[config.mk]
export PLATFORM = sky130hd
export DESIGN_NAME = tmds_switch
export DESIGN_NICKNAME = d
export VERILOG_FILES = /design/src/tmds_pkg.sv /design/src/tmds_date_reg.sv /design/src/tmds_window.sv /design/src/tmds_switch.sv
export SDC_FILE = /design/constraint.sdc
export NUM_CORES = 1
export LEC_CHECK = 0
export ABC_AREA = 0
export ABC_CLOCK_PERIOD_IN_PS = 3200
export BUFFER_PORTS_ARGS = -buffer_cell sky130_fd_sc_hd__buf_2
export CAP_MARGIN = 20
export CORE_MARGIN = 3
export CORE_UTILIZATION = 45
export DETAILED_ROUTE_END_ITERATION = 16
export PLACE_DENSITY = 0.7
export SLEW_MARGIN = 20
export SYNTH_ARGS = -nofsm -noshare
export SYNTH_HDL_FRONTEND = slang
export SYNTH_HIERARCHICAL = 1
export SYNTH_SLANG_ARGS = --single-unit
[constraint.sdc]
create_clock -name ref_clk -period 3.2 [get_ports ref_clk]
set_input_delay 0 -clock ref_clk [delete_from_list [all_inputs] [get_ports ref_clk]]
set_output_delay 0 -clock ref_clk [all_outputs]
set_load 0.02 [all_outputs]
[src/tmds_pkg.sv]
// Shared constants, register map and date types of the twelve-month switch.
// Assumes a binary calendar date from an external real-time clock source.
package tmds_pkg;

  // Register bus geometry
  localparam int ADDR_W = 8;
  localparam int DATA_W = 32;

  // Register offsets (byte addresses, one word each)
  localparam logic [ADDR_W-1:0] REG_CTRL = 8'h00;
  localparam logic [ADDR_W-1:0] REG_ON_DATE = 8'h04;
  localparam logic [ADDR_W-1:0] REG_OFF_DATE = 8'h08;
  localparam logic [ADDR_W-1:0] REG_STATUS = 8'h0c;
  localparam logic [ADDR_W-1:0] REG_CAL_DATE = 8'h10;

  // Status bit positions
  localparam int ST_OUT_BIT = 0;
  localparam int ST_REJECT_BIT = 1;
  localparam int ST_FIRED_BIT = 2;

  // Date word layout: year high, then month, then day
  localparam int DAY_LSB = 0;
  localparam int DAY_W = 5;
  localparam int MON_LSB = 8;
  localparam int MON_W = 4;
  localparam int YEAR_LSB = 16;
  localparam int YEAR_W = 12;

  // Accepted calendar span, full binary years
  localparam logic [YEAR_W-1:0] YEAR_MIN = 12'h7d0;
  localparam logic [YEAR_W-1:0] YEAR_MAX = 12'h833;
  localparam logic [MON_W-1:0] MON_MAX = 4'hc;

  // Field order makes a packed compare a chronological compare
  typedef struct packed {
    logic [YEAR_W-1:0] year;
    logic [MON_W-1:0] month;
    logic [DAY_W-1:0] day;
  } tmds_date_t;

  typedef struct packed {
    logic pulse;
    logic yearly;
    logic monthly;
    logic enable;
  } tmds_ctrl_t;

  typedef enum logic [1:0] {MODE_SPAN, MODE_MONTHLY, MODE_YEARLY} tmds_mode_t;

  // Reset values
  localparam tmds_ctrl_t CTRL_RESET = 4'h0;
  localparam tmds_date_t ON_RESET = {12'h7d0, 4'h1, 5'h01};
  localparam tmds_date_t OFF_RESET = {12'h833, 4'hc, 5'h1f};

  function automatic tmds_date_t unpack_date(input logic [DATA_W-1:0] w);
    return {w[YEAR_LSB +: YEAR_W], w[MON_LSB +: MON_W], w[DAY_LSB +: DAY_W]};
  endfunction : unpack_date

  function automatic logic [DATA_W-1:0] pack_date(input tmds_date_t d);
    logic [DATA_W-1:0] w;
    w = '0;
    w[YEAR_LSB +: YEAR_W] = d.year;
    w[MON_LSB +: MON_W] = d.month;
    w[DAY_LSB +: DAY_W] = d.day;
    return w;
  endfunction : pack_date

  function automatic logic date_in_range(input tmds_date_t d);
    return d.year >= YEAR_MIN && d.year <= YEAR_MAX && d.month <= MON_MAX;
  endfunction : date_in_range

  function automatic logic [MON_W+DAY_W-1:0] md_key(input tmds_date_t d);
    return {d.month, d.day};
  endfunction : md_key

endpackage : tmds_pkg

[src/tmds_date_reg.sv]
// One on- or off-date setting with range check on write.
// Assumes writes come as single-cycle strobes from the register decode.
`timescale 1ns/1ps
module tmds_date_reg import tmds_pkg::*; #(
  parameter tmds_date_t RESET_DATE = ON_RESET
) (
  // Clock and reset
  input wire logic ref_clk,
  input wire logic reset,
  // Write side
  input wire logic wr_en,
  input wire logic [DATA_W-1:0] wr_data,
  // Stored setting
  output tmds_date_t date,
  output logic rejected
);

  tmds_date_t cand;
  logic ok;

  assign cand = unpack_date(wr_data);
  assign ok = date_in_range(cand);

  // Out-of-span writes leave the old date in place
  always_ff @(posedge ref_clk) begin
    if (reset) begin
      date <= RESET_DATE;
    end else if (wr_en && ok) begin
      date <= cand;
    end
  end

  always_ff @(posedge ref_clk) begin
    if (reset) begin
      rejected <= 1'b0;
    end else begin
      rejected <= wr_en && !ok;
    end
  end
endmodule : tmds_date_reg

[src/tmds_window.sv]
// Combinational date window: level and pulse match for the selected mode.
// Assumes the current date and both settings are stable within a cycle.
`timescale 1ns/1ps
module tmds_window import tmds_pkg::*; (
  // Dates
  input tmds_date_t cur,
  input tmds_date_t on_d,
  input tmds_date_t off_d,
  // Mode
  input tmds_mode_t mode,
  // Results
  output logic level_hit,
  output logic pulse_hit
);

  logic in_years;

  always_comb begin
    in_years = cur.year >= on_d.year && cur.year <= off_d.year;
    level_hit = 1'b0;
    pulse_hit = 1'b0;
    unique case (mode)
      MODE_MONTHLY: begin
        pulse_hit = in_years && cur.day == on_d.day;
        if (on_d.day <= off_d.day) begin
          level_hit = in_years && cur.day >= on_d.day && cur.day < off_d.day;
        end else begin
          level_hit = in_years && (cur.day >= on_d.day || cur.day < off_d.day);
        end
      end
      MODE_YEARLY: begin
        // Both the on year and the off year limit a yearly pulse
        pulse_hit = in_years && md_key(cur) == md_key(on_d);
        if (md_key(on_d) <= md_key(off_d)) begin
          level_hit = in_years && md_key(cur) >= md_key(on_d)
            && md_key(cur) < md_key(off_d);
        end else begin
          // Wrapping window: head needs a year before the off year, tail a year after the on year
          level_hit = (md_key(cur) >= md_key(on_d) && cur.year >= on_d.year
            && cur.year < off_d.year)
            || (md_key(cur) < md_key(off_d) && cur.year > on_d.year
            && cur.year <= off_d.year);
        end
      end
      MODE_SPAN: begin
        pulse_hit = cur == on_d;
        level_hit = cur >= on_d && cur < off_d;
      end
    endcase
  end

endmodule : tmds_window

[src/tmds_switch.sv]
// Top of the twelve-month date switch: registers, scan evaluation, output.
// Assumes a one-cycle scan_tick per program cycle and a calendar date
// that is synchronous to ref_clk and changes at 00:00.
//
// Local design decisions: the register addresses and strobed register access.
`timescale 1ns/1ps

// Operation
// - Output rises only at a day boundary or after a settings rewrite
// - Dates accepted only from 2000 to 2099
// - Date fields ordered year, month, day
// - Monthly: on at on-day, off at off-day
// - Yearly: on at on-date, off at off-date
// - On year first, off year last
// - Pulse lasts exactly one scan cycle
// - Pulse combines with monthly, yearly or neither
// - No mode: hold on from on to off
// - Yearly wrap spans new year, stops after end
// - Yearly pulse each year, off year limits
// - Single pulse fires once only
// - Monthly repeats through last month of final year
module tmds_switch import tmds_pkg::*; (
  // Clock and reset
  input wire logic ref_clk,
  input wire logic reset,
  // Scan cycle enable and calendar
  input wire logic scan_tick,
  input tmds_date_t cal_date,
  // Register port
  input wire logic [ADDR_W-1:0] reg_addr,
  input wire logic [DATA_W-1:0] reg_wdata,
  input wire logic reg_wr,
  input wire logic reg_rd,
  output logic [DATA_W-1:0] reg_rdata,
  // Switch output
  output logic switch_out
);

  tmds_ctrl_t ctrl;
  tmds_date_t on_date;
  tmds_date_t off_date;
  tmds_date_t last_date;
  tmds_mode_t mode;
  logic wr_ctrl;
  logic wr_on;
  logic wr_off;
  logic wr_status;
  logic on_rej;
  logic off_rej;
  logic reject_flag;
  logic pending_eval;
  logic seen;
  logic fired;
  logic level_hit;
  logic pulse_hit;
  logic date_changed;
  logic day_edge;
  logic single_pulse;
  logic next_out;
  logic settings_wr;
  logic [DATA_W-1:0] status_word;

  // Same decode for every write strobe, so all write enables agree on the map
  function automatic logic strobe_hit(input logic strobe, input logic [ADDR_W-1:0] addr,
    input logic [ADDR_W-1:0] offs);
    return strobe && addr == offs;
  endfunction : strobe_hit

  // Register decode
  assign wr_ctrl = strobe_hit(reg_wr, reg_addr, REG_CTRL);
  assign wr_on = strobe_hit(reg_wr, reg_addr, REG_ON_DATE);
  assign wr_off = strobe_hit(reg_wr, reg_addr, REG_OFF_DATE);
  assign wr_status = strobe_hit(reg_wr, reg_addr, REG_STATUS);
  // Any setting write, rejected or not, re-arms the evaluation
  assign settings_wr = wr_ctrl || wr_on || wr_off;

  always_ff @(posedge ref_clk) begin
    if (reset) begin
      ctrl <= CTRL_RESET;
    end else if (wr_ctrl) begin
      ctrl <= reg_wdata[$bits(tmds_ctrl_t)-1:0];
    end
  end

  tmds_date_reg #(
    .RESET_DATE(ON_RESET)
  ) u_on_date (
    .ref_clk(ref_clk),
    .reset(reset),
    .wr_en(wr_on),
    .wr_data(reg_wdata),
    .date(on_date),
    .rejected(on_rej)
  );

  tmds_date_reg #(
    .RESET_DATE(OFF_RESET)
  ) u_off_date (
    .ref_clk(ref_clk),
    .reset(reset),
    .wr_en(wr_off),
    .wr_data(reg_wdata),
    .date(off_date),
    .rejected(off_rej)
  );

  // Sticky reject flag; a new reject wins over a software clear
  always_ff @(posedge ref_clk) begin
    if (reset) begin
      reject_flag <= 1'b0;
    end else if (on_rej || off_rej) begin
      reject_flag <= 1'b1;
    end else if (wr_status && reg_wdata[ST_REJECT_BIT]) begin
      reject_flag <= 1'b0;
    end
  end

  // Monthly takes precedence when both repeat modes are set
  assign mode = ctrl.monthly ? MODE_MONTHLY : (ctrl.yearly ? MODE_YEARLY : MODE_SPAN);

  tmds_window u_window (
    .cur(cal_date),
    .on_d(on_date),
    .off_d(off_date),
    .mode(mode),
    .level_hit(level_hit),
    .pulse_hit(pulse_hit)
  );

  // A settings change forces a fresh evaluation at the next scan
  always_ff @(posedge ref_clk) begin
    if (reset) begin
      pending_eval <= 1'b1;
    end else if (settings_wr) begin
      pending_eval <= 1'b1;
    end else if (scan_tick) begin
      pending_eval <= 1'b0;
    end
  end

  // Date of the last evaluation, so a new day is seen once
  always_ff @(posedge ref_clk) begin
    if (reset) begin
      last_date <= ON_RESET;
      seen <= 1'b0;
    end else if (scan_tick) begin
      last_date <= cal_date;
      seen <= 1'b1;
    end
  end

  // The first scan after reset has no day to compare with; only pending counts
  assign date_changed = scan_tick && seen && cal_date != last_date;
  assign day_edge = date_changed || (scan_tick && pending_eval);
  assign single_pulse = ctrl.pulse && mode == MODE_SPAN;

  // Single pulse is spent until the settings are rewritten
  always_ff @(posedge ref_clk) begin
    if (reset) begin
      fired <= 1'b0;
    end else if (ctrl.enable && single_pulse && date_changed && pulse_hit) begin
      fired <= 1'b1;
    end else if (settings_wr) begin
      fired <= 1'b0;
    end
  end

  // Pulses only on a real date change, so a rewrite never pulses mid-day
  always_comb begin
    next_out = switch_out;
    if (!ctrl.enable) begin
      next_out = 1'b0;
    end else if (scan_tick) begin
      if (ctrl.pulse) begin
        next_out = date_changed && pulse_hit && !(single_pulse && fired);
      end else if (day_edge) begin
        next_out = level_hit;
      end
    end
  end

  always_ff @(posedge ref_clk) begin
    if (reset) begin
      switch_out <= 1'b0;
    end else begin
      switch_out <= next_out;
    end
  end

  // Status bits placed by name, so the map lives in one spot
  always_comb begin
    status_word = '0;
    status_word[ST_OUT_BIT] = switch_out;
    status_word[ST_REJECT_BIT] = reject_flag;
    status_word[ST_FIRED_BIT] = fired;
  end

  // Read data stands for one cycle after the strobe; unmapped reads give zero
  always_ff @(posedge ref_clk) begin
    if (reset) begin
      reg_rdata <= '0;
    end else if (reg_rd) begin
      unique case (reg_addr)
        REG_CTRL: reg_rdata <= {{(DATA_W-$bits(tmds_ctrl_t)){1'b0}}, ctrl};
        REG_ON_DATE: reg_rdata <= pack_date(on_date);
        REG_OFF_DATE: reg_rdata <= pack_date(off_date);
        REG_STATUS: reg_rdata <= status_word;
        REG_CAL_DATE: reg_rdata <= pack_date(last_date);
        default: reg_rdata <= '0;
      endcase
    end else begin
      reg_rdata <= '0;
    end
  end
endmodule : tmds_switch

# Word level (Yosys, flattened, before mapping)
# Index checks and enable logic that the tools add are counted.
[classes] eq_ne=10 bitwise_logic=2 mux=13 reduce_logical=51 order_cmp=15
[op_table] cell="one-hot mux 28 bit (5 select lines)" n=1
[op_table] cell="logical AND 1 bit" n=34
[op_table] cell="== test 21 bit" n=1
[op_table] cell=">= comparator 21 bit" n=1
[op_table] cell="< comparator 21 bit" n=1
[op_table] cell="inequality test 21 bit" n=1
[op_table] cell="== test 8 x 4 -> 1 bit (second input constant)" n=2
[op_table] cell=">= comparator 12 x 11 -> 1 bit (second input constant)" n=1
[op_table] cell=">= comparator 12 bit" n=1
[op_table] cell="> comparator 12 bit" n=1
[op_table] cell="less-or-equal comparator 12 bit" n=1
[op_table] cell="less-or-equal comparator 12 bit (second input constant)" n=1
[op_table] cell="< comparator 12 bit" n=1
[op_table] cell="== test 9 bit" n=1
[op_table] cell=">= comparator 9 bit" n=1
[op_table] cell="less-or-equal comparator 9 bit" n=1
[op_table] cell="< comparator 9 bit" n=1
[op_table] cell="== test 8 x 3 -> 1 bit (second input constant)" n=1
[op_table] cell="== test 8 x 5 -> 1 bit (second input constant)" n=1
[op_table] cell="logical NOT 8 bit" n=1
[op_table] cell="2-to-1 mux 1 bit" n=8
[op_table] cell="logical OR 1 bit" n=6
[op_table] cell="one-hot mux 1 bit (3 select lines)" n=2
[op_table] cell="nonzero test 2 bit" n=3
[op_table] cell="other kinds (13)" n=18
[totals] word_cells=112 in_bits=66 output_inout_bits=33 reg_bits=106

# Depth between registers and ports, before layout
# Gate-level depths: netlist of the first run.
[depth] depth_word=8 mapped_depth=13

# Hierarchy
# Netlist of the first run, hierarchy kept.
[modules_own_cells] mod="tmds_switch" area_each_um2=2557.5 cells_per_inst=275 n_inst=1 seq_area_each_um2=1021.0
[modules_own_cells] mod="tmds_window" area_each_um2=1496.4 cells_per_inst=208 n_inst=1 seq_area_each_um2=0.0
[modules_own_cells] mod="tmds_date_reg (u_off_date)" area_each_um2=978.4 cells_per_inst=101 n_inst=1 seq_area_each_um2=440.4
[modules_own_cells] mod="tmds_date_reg (u_on_date)" area_each_um2=918.4 cells_per_inst=103 n_inst=1 seq_area_each_um2=440.4

# Least setup slack after synthesis of the first run
# OpenSTA, ideal clock, no wires.
[synth_timing] path_type="reg2reg" start="register u_on_date/date[3] (netlist name)" end="register switch_out" slack_ns=0.769 period_less_slack_ns=2.431 required_time_ns=3.079 setup_time_ns=0.121 stages_incl_launch_ff=14 arrival_ns=2.310 cell_sequence="dfxtp_1 -> inv_1 -> ha_1 -> and3_1 -> a221o_1 -> and3_4 -> nor2_2 -> nor3_1 -> a41oi_2 -> a31oi_1 -> nor2_1 -> o221a_2 -> nor3_1 -> mux2_2"
[synth_between] elab_chain_cells=8 word_cells_on_any_way=28 classes_between="5 x order compare; 3 x eq/ne; 6 x mux; 14 x reduce/logical"
[synth_lines] item="from (decl)" line_no="tmds_date_reg.sv:14" rtl="output tmds_date_t date,"
[synth_lines] item="from (signal assigned)" line_no="tmds_date_reg.sv:29" rtl="date <= cand;"
[synth_lines] item=">= comparator 9 bit" line_no="tmds_window.sv:35, tmds_window.sv:39"
[synth_lines] item="logical AND 1 bit" line_no="tmds_window.sv:39" rtl="level_hit = (md_key(cur) >= md_key(on_d) && cur.year >= on_d.year"
[synth_lines] item="logical AND 1 bit" line_no="tmds_window.sv:40" rtl="&& cur.year < off_d.year)"
[synth_lines] item="logical OR 1 bit" line_no="tmds_window.sv:41" rtl="|| (md_key(cur) < md_key(off_d) && cur.year > on_d.year"
[synth_lines] item="2-to-1 mux 1 bit" line_no="tmds_window.sv:34" rtl="if (md_key(on_d) <= md_key(off_d)) begin"
[synth_lines] item="one-hot mux 1 bit (3 select lines) *" line_no="tmds_window.sv:22" rtl="unique case (mode)"
[synth_lines] item="named net level_hit" line_no="tmds_switch.sv:54" rtl="logic level_hit;"
[synth_lines] item="2-to-1 mux 1 bit *" line_no="tmds_switch.sv:176" rtl="end else if (day_edge) begin"
[synth_lines] item="2-to-1 mux 1 bit *" line_no="tmds_switch.sv:174" rtl="if (ctrl.pulse) begin"
[synth_lines] item="to (signal assigned)" line_no="tmds_switch.sv:186" rtl="switch_out <= next_out;"
[synth_lines] item="to (decl)" line_no="tmds_switch.sv:36" rtl="output logic switch_out"
# Mark *: on every way through the listed nets, which the timed path passes. The rest lies on a longest branch. The select of a mux whose other input is x is not followed.
# A chain may end at the register's enable or synchronous reset.

# Worst setup path in the final report of the first run
[layout_timing] start="register u_off_date/date[14] (netlist name)" end="register switch_out"
[layout_between] elab_chain_cells=8 word_cells_on_any_way=23 classes_between="3 x order compare; 6 x mux; 14 x reduce/logical"
[layout_lines] item="from (decl)" line_no="tmds_date_reg.sv:14"
[layout_lines] item="from (signal assigned)" line_no="tmds_date_reg.sv:29"
[layout_lines] item="less-or-equal comparator 12 bit" line_no="tmds_window.sv:19, tmds_window.sv:42"
[layout_lines] item="logical AND 1 bit" line_no="tmds_window.sv:19" rtl="in_years = cur.year >= on_d.year && cur.year <= off_d.year;"
[layout_lines] item="logical AND 1 bit, on equally long branches" line_no="tmds_window.sv:35, tmds_window.sv:26"
[layout_lines] item="logical AND 1 bit, on equally long branches" line_no="tmds_window.sv:36, tmds_window.sv:26"
[layout_lines] item="2-to-1 mux 1 bit, on equally long branches" line_no="tmds_window.sv:34, tmds_window.sv:25"
[layout_lines] item="one-hot mux 1 bit (3 select lines) *" line_no="tmds_window.sv:22"
[layout_lines] item="named net level_hit" line_no="tmds_switch.sv:54"
[layout_lines] item="2-to-1 mux 1 bit *" line_no="tmds_switch.sv:176"
[layout_lines] item="2-to-1 mux 1 bit *" line_no="tmds_switch.sv:174"
# Marked as above.

==> flow_summary.json, run 1 <==
{
  "synthArstFlopShare_pct": 0,
  "p_int_w": 0.00190,
  "max_cap_violations": 0,
  "yosysMostFrequentCell": "dfxtp_1",
  "cts_root_buffer": "clkbuf_16",
  "hp-class": "in -> reg",
  "fin_worst_skew_ns": 0.00763,
  "nFillCells": 1193,
  "yosysTopAreaCellShare_pct": 32.0,
  "worstMarginPinSlew_ns": 0.848,
  "clockPowerShare_pct": 39.3,
  "pwr-share-seq_pct": 47.0,
  "place.gp.congestion": 0.948,
  "grt_pass1_vias": 5044,
  "detailed_place_hpwl_microns": 12300,
  "synth_area_sq_um": 5950,
  "antennaDiodeCount": 0,
  "violations": "negative hold slack",
  "top_usage_layer": "met2",
  "min_period_ns": 2.85,
  "ctsHoldBuffers": 35,
  "cp_data_arrival_time_ns": 3.15,
  "finalCritPeriodShare_pct": 89.0,
  "die_h_microns": 121,
  "start_util_pct": 46.6,
  "path_max_fanout": 3,
  "antenna_found_initial": 0,
  "drv_slew": 0,
  "path_clk_slew_ns": 0.06,
  "htree_levels": 3,
  "path_class": "reg -> reg",
  "swShare_pct": 26.6,
  "tns_ns": 0,
  "post-route-drc-count": 0,
  "ys_seq_area_share_pct": 32.0,
  "syn_to_final_growth_pct": 17.6,
  "rows": 41,
  "regArea_sq_um": 1900,
  "fin_cells": 962,
  "grt_usage_pct": 22.4,
  "vias_per_cell": 5.47,
  "ioPinCount": 99,
  "avgSynthCellArea_sq_um": 8.66,
  "synthCells": 687,
  "wire_per_inst_microns": 16.7,
  "routed_wl_microns": 16100,
  "cellLeakagePower_nw": 3.11,
  "numCtsBuffers": 9,
  "synth_area_leaders": "dfxtp_1 32%, ha_1 11%, mux2i_1 8.4%, nor2_1 4.5%, nand2_1 4.4%",
  "port_buffers": 76,
  "max-slew-margin-rel_pct": 43.5,
  "use_met1_pct": 31.1,
  "rsz0062_at_grt": "no",
  "synth-main-ff-cell": "dfxtp_1",
  "die_width_microns": 121,
  "grt_util_met3_pct": 3.50,
  "switchingPower_w": 0.000689,
  "grt_max_degree": 37,
  "comb_power_share_pct": 13.7,
  "cts_resized": 0,
  "irDropWorstVdd_mv": 0.247,
  "firstDrtPassIters": 5,
  "synth_cell_types": 72,
  "outcome": "complete, but fails checks",
  "cts_tree": "yes",
  "drive_above_1_share_pct": 16.5,
  "design.die.area_sq_um": 14600,
  "fmax_ghz": 0.351,
  "timing.hold.ws_ns": -0.00215,
  "synth_seq_cells": 95,
  "cts_sinks": 95,
  "cp.required_ns": 3.50,
  "crit_path_start_kind": "flip-flop",
  "post_cts_buffers": 0,
  "overflow": 0,
  "synth_edf_count": 0,
  "hold_violations": 1,
  "clk_latency_ns": 0.35,
  "end_kind": "flip-flop",
  "powerDensity_nw_per_um2": 370,
  "grtUsageMet2_pct": 36.0,
  "cts_max_path_buffers": 2,
  "grt_pass1_wl_microns": 25800,
  "synthTopCellsByCount": "95 x dfxtp_1, 71 x nor2_1, 70 x nand2_1, 55 x inv_1, 52 x ha_1",
  "vias": 5258,
  "setup_viol": 0,
  "final_antenna_net_count": 0,
  "core-area_sq_um": 12800,
  "yosysWarnings": 6,
  "multi_input_area_sq_um": 3610,
  "final_nets": 903,
  "synth_top_cell_by_area": "dfxtp_1",
  "drt-initial-drc-count": 531,
  "dpl.cell_count": 911
}
## layout by cell type, fill, tap and decap left out, types with 20 or more instances in the layout
master | netlist | final
ha_1 | 52 | 52
nor2_1 | 71 | 71
mux2i_1 | 50 | 50
a22oi_1 | 20 | 20
nand2_1 | 70 | 70
dfxtp_1 | 95 | 95
a21oi_1 | 30 | 30
inv_1 | 55 | 55
a22o_1 | 22 | 22
buf_2 | 6 | 76
dlygate4sd3_1 | 0 | 35
## path summary, 6_finish.rpt
check / start / endpoint / slack [ns] / cells past startpoint
setup / recovery: u_off_date/date[14] / switch_out / 0.35 / 13
hold / removal: cal_date[9] / last_date[9] / -0.002 / 3
setup reg to reg: u_off_date/date[14] / switch_out / 0.35 / 13
hold reg to reg: u_off_date/date[6] / u_off_date/date[6] / 0.48 / 2
## layout make-up
class	count	share of cell area, %
Multi-Input combinational cell	506	51.6
Sequential cell	95	27.2
Timing Repair Buffer	117	11.1
Clock buffer	10	3.42
Tap cell	172	3.08
Inverter	56	3.00
Clock inverter	6	0.662
## power groups by stage
| stage | Sequential, W | Clock [W] | Combinational, W |
|---|---|---|---|
| after floorplan | 0.00124 | 0 | 0.000209 |
| after global placement | 0.00124 | 0 | 0.000309 |
| after detailed placement | 0.00124 | 0 | 0.000318 |
| after CTS | 0.00122 | 0.00104 | 0.000352 |
| after global routing | 0.00122 | 0.00109 | 0.000389 |
| final | 0.00122 | 0.00102 | 0.000354 |
## routing by layer
metal  vias to the layer above  wire (microns)
li1                       2585               -
met1                      2491            7680
met2                       165            7320
met3                        17             922
met4                         0             188
met5                         -               0
## kinds of logic after synthesis
family	share of synthesized area, %
compound gates	16.8
xor+xnor	3.09
fa+ha+maj	10.9
buf+inv	8.05
flops	32.0
mux	9.17
other cells	0.0630
simple gates	19.9
## sequential cells by signal, indices dropped and copies added, names as in the netlist
register / count
u_off_date/rejected: 1
last_date: 21
reject_flag: 1
pending_eval: 1
fired: 1
u_on_date/rejected: 1
switch_out: 1
seen: 1
u_on_date/date: 21
ctrl: 4
u_off_date/date: 21
reg_rdata: 21
## worst max-delay path, cell delays in order (launching register included)
cell	delay [ns]
dfxtp_1	0.38
inv_1	0.06
ha_1	0.31
a21oi_2	0.15
o21ai_1	0.08
a221oi_2	0.40
nand3_1	0.13
a31oi_1	0.27
a21oi_1	0.12
a31oi_1	0.22
nor2_1	0.08
o221a_2	0.27
nor3_1	0.15
mux2_2	0.18
## metrics by stage
stage / power, W / cell area, sq um / hold slack [ns] / setup slack (ns) / util [%]
5_1_grt: 0.00270 / 7000 / 0.0272 / 0.113 / 54.8
3_3_place_gp: 0.00155 / 6360 / 0.265 / 0.495 / 49.8
2_1_floorplan: 0.00145 / 5990 / 0.118 / 0.769 / -
4_1_cts: 0.00261 / 7000 / 0.00211 / 0.384 / 54.8
6_report: 0.00259 / 7000 / -0.00215 / 0.351 / 54.8
3_5_place_dp: 0.00156 / 6360 / 0.287 / 0.419 / 49.8
Note: power is estimated with default switching activity, not from simulation.
==> run 2: changes to the inputs <==
- ABC_CLOCK_PERIOD_IN_PS: 3200 -> 2900
- CTS_BUF_LIST: unset -> sky130_fd_sc_hd__clkbuf_8
- SLEW_MARGIN: 20 -> 10
- clock period: 3.2 -> 2.9 ns (I/O delays scaled with it)
==> run 2 against run 1 <==
Compared with the run above: critical endpoint unchanged; sequential share of layout area shrank 0.16 points; global-route usage shrank 0.76 points; count of clock-buffer cells in the layout shrank 1; sequential power grew 9.8%; critical path depth is the same; flip-flop and latch count is the same; cell count grew 0.73%; clock skew shrank 0.00094 ns; worst hold slack lost 0.0037 ns; register-to-register slack lost 0.17 ns; utilization grew 0.36 points; the flow still finishes with violations (negative hold slack); clock power is essentially flat.
==> flow_summary.json, run 2 (synthesized netlist as in run 1, its figures left out) <==
{
  "multi_input_area_sq_um": 3630,
  "clk_latency_ns": 0.38,
  "wire_per_inst_microns": 16.5,
  "end_kind": "flip-flop",
  "outcome": "complete, but fails checks",
  "regArea_sq_um": 1900,
  "cp.required_ns": 3.17,
  "rrSetupSlack_ns": 0.18,
  "start_util_pct": 46.6,
  "design.die.area_sq_um": 14600,
  "cts_tree": "yes",
  "firstDrtPassIters": 5,
  "die_width_microns": 121,
  "cp_num_buf_inv": 1,
  "crit_path_start_kind": "flip-flop",
  "timing.final.ws_setup_ns": 0.185,
  "max-slew-margin-rel_pct": 43.5,
  "fin_worst_skew_ns": 0.00669,
  "final_nets": 910,
  "rows": 41,
  "cts_root_buffer": "clkbuf_8",
  "hold_violations": 1,
  "final_cell_mix": "94 x dfxtp_1, 76 x buf_2, 71 x nor2_1",
  "fmax_ghz": 0.368,
  "path_max_fanout": 4,
  "irDropWorstVdd_mv": 0.219,
  "drive_above_1_share_pct": 16.9,
  "rsz0062_at_grt": "no",
  "crit_family": "compound AO/OA/AOI/OAI gates",
  "detailed_place_hpwl_microns": 12200,
  "min_period_ns": 2.72,
  "overflow": 0,
  "cp_data_arrival_time_ns": 2.99,
  "grt_pass1_vias": 4972,
  "core-area_sq_um": 12800,
  "path_clk_slew_ns": 0.09,
  "routed_wl_microns": 16000,
  "path_class": "reg -> reg",
  "power_w": 0.00279,
  "vias": 5195,
  "cellLeakagePower_nw": 3.13,
  "grt_usage_pct": 21.6,
  "antennaDiodeCount": 0,
  "final_antenna_net_count": 0,
  "htree_levels": 3,
  "port_buffers": 76,
  "cts_max_path_buffers": 2,
  "tns_ns": 0,
  "finalCritPeriodShare_pct": 93.6,
  "dp_worst_setup_slack_ns": 0.178,
  "crit_chain": "inv_1 > ha_1 > and3_1 > a221o_1 > a21o_1 > o21ai_1 > a21oi_1 > a41oi_2 > a31oi_1 > nor2_1 > o221a_2 > nor3_1 > mux2_2",
  "vias_per_cell": 5.36,
  "worstMarginPinSlew_ns": 0.847,
  "die_h_microns": 121,
  "post_cts_buffers": 0,
  "crit_path_max_incr_delay_ns": 0.40,
  "ioPinCount": 99,
  "violations": "negative hold slack",
  "antenna_found_initial": 0,
  "cts_sinks": 95,
  "final_common_cell": "dfxtp_1",
  "max_cap_violations": 0,
  "powerDensity_nw_per_um2": 397,
  "syn_to_final_growth_pct": 18.3,
  "numCtsBuffers": 9,
  "nFillCells": 1159,
  "drt-initial-drc-count": 414,
  "cpMaxStageDelayCell": "dfxtp_1",
  "setup_viol": 0,
  "grt_pass1_wl_microns": 25100,
  "drv_slew": 0,
  "place.gp.congestion": 0.900,
  "post-route-drc-count": 0,
  "grt_max_degree": 33,
  "hp-class": "in -> reg",
  "timing.hold.ws_ns": -0.00583
}
## run 2: cell count changes in the layout (fill, tap and decap cells not counted), moves of 2 or more
cell           delta
clkbuf_8          +8
buf_4             +2
clkbuf_16         -9
dlygate4sd3_1     +5
clkinvlp_4        -3
bufinv_16         +3
## run 2: routing by layer
layer  vias up  wire length [microns]  global-route usage [%]
met5         -                      0                       0
li1       2605                      -                       -
met3        22                   1020                    3.40
met2       175                   7110                    34.6
met4         0                    352                    8.07
met1      2393                   7530                    29.3
## run 2: power by group
part           internal, W  total [W]  switching [W]
logic             0.000174   0.000400       0.000226
registers          0.00132    0.00134      0.0000195
clock network     0.000574    0.00105       0.000477
total              0.00207    0.00279       0.000723
## run 2: path summary, 6_finish.rpt
kind	cells past startpoint	to	start
worst max-delay path	13	switch_out	u_on_date/date[3]
worst min-delay path	3	last_date[4]	cal_date[4]
worst max register to register	13	switch_out	u_on_date/date[3]
worst min register to register	2	u_off_date/date[18]	u_off_date/date[18]
## run 2: timing repair
action / CTS / global route
hold buffers: 40 / 0
setup endpoints to repair: 0 / 1
hold endpoints to repair: 55 / 0
gates resized for setup: 0 / 4
## run 2: stage by stage
| step | instances | utilization [%] | instance area, sq um |
|---|---|---|---|
| 3_3_place_gp | 913 | 49.9 | 6370 |
| 5_1_grt | 969 | 55.1 | 7040 |
| 3_5_place_dp | 913 | 49.9 | 6370 |
| 2_1_floorplan | 697 | - | 5990 |
| 4_1_cts | 969 | 54.9 | 7020 |
| 6_report | 969 | 55.1 | 7040 |
## run 2: layout make-up
type,count,area share [%]
Clock buffer,9,1.76
Multi-Input combinational cell,506,51.5
Timing Repair Buffer,124,11.9
Inverter,56,2.99
Clock inverter,7,1.69
Tap cell,172,3.06
Sequential cell,95,27.0
## run 2: tightest hold or removal path, stage by stage
cell,delay [ns]
buf_2,0.15
mux2i_1,0.09
nor2_1,0.09
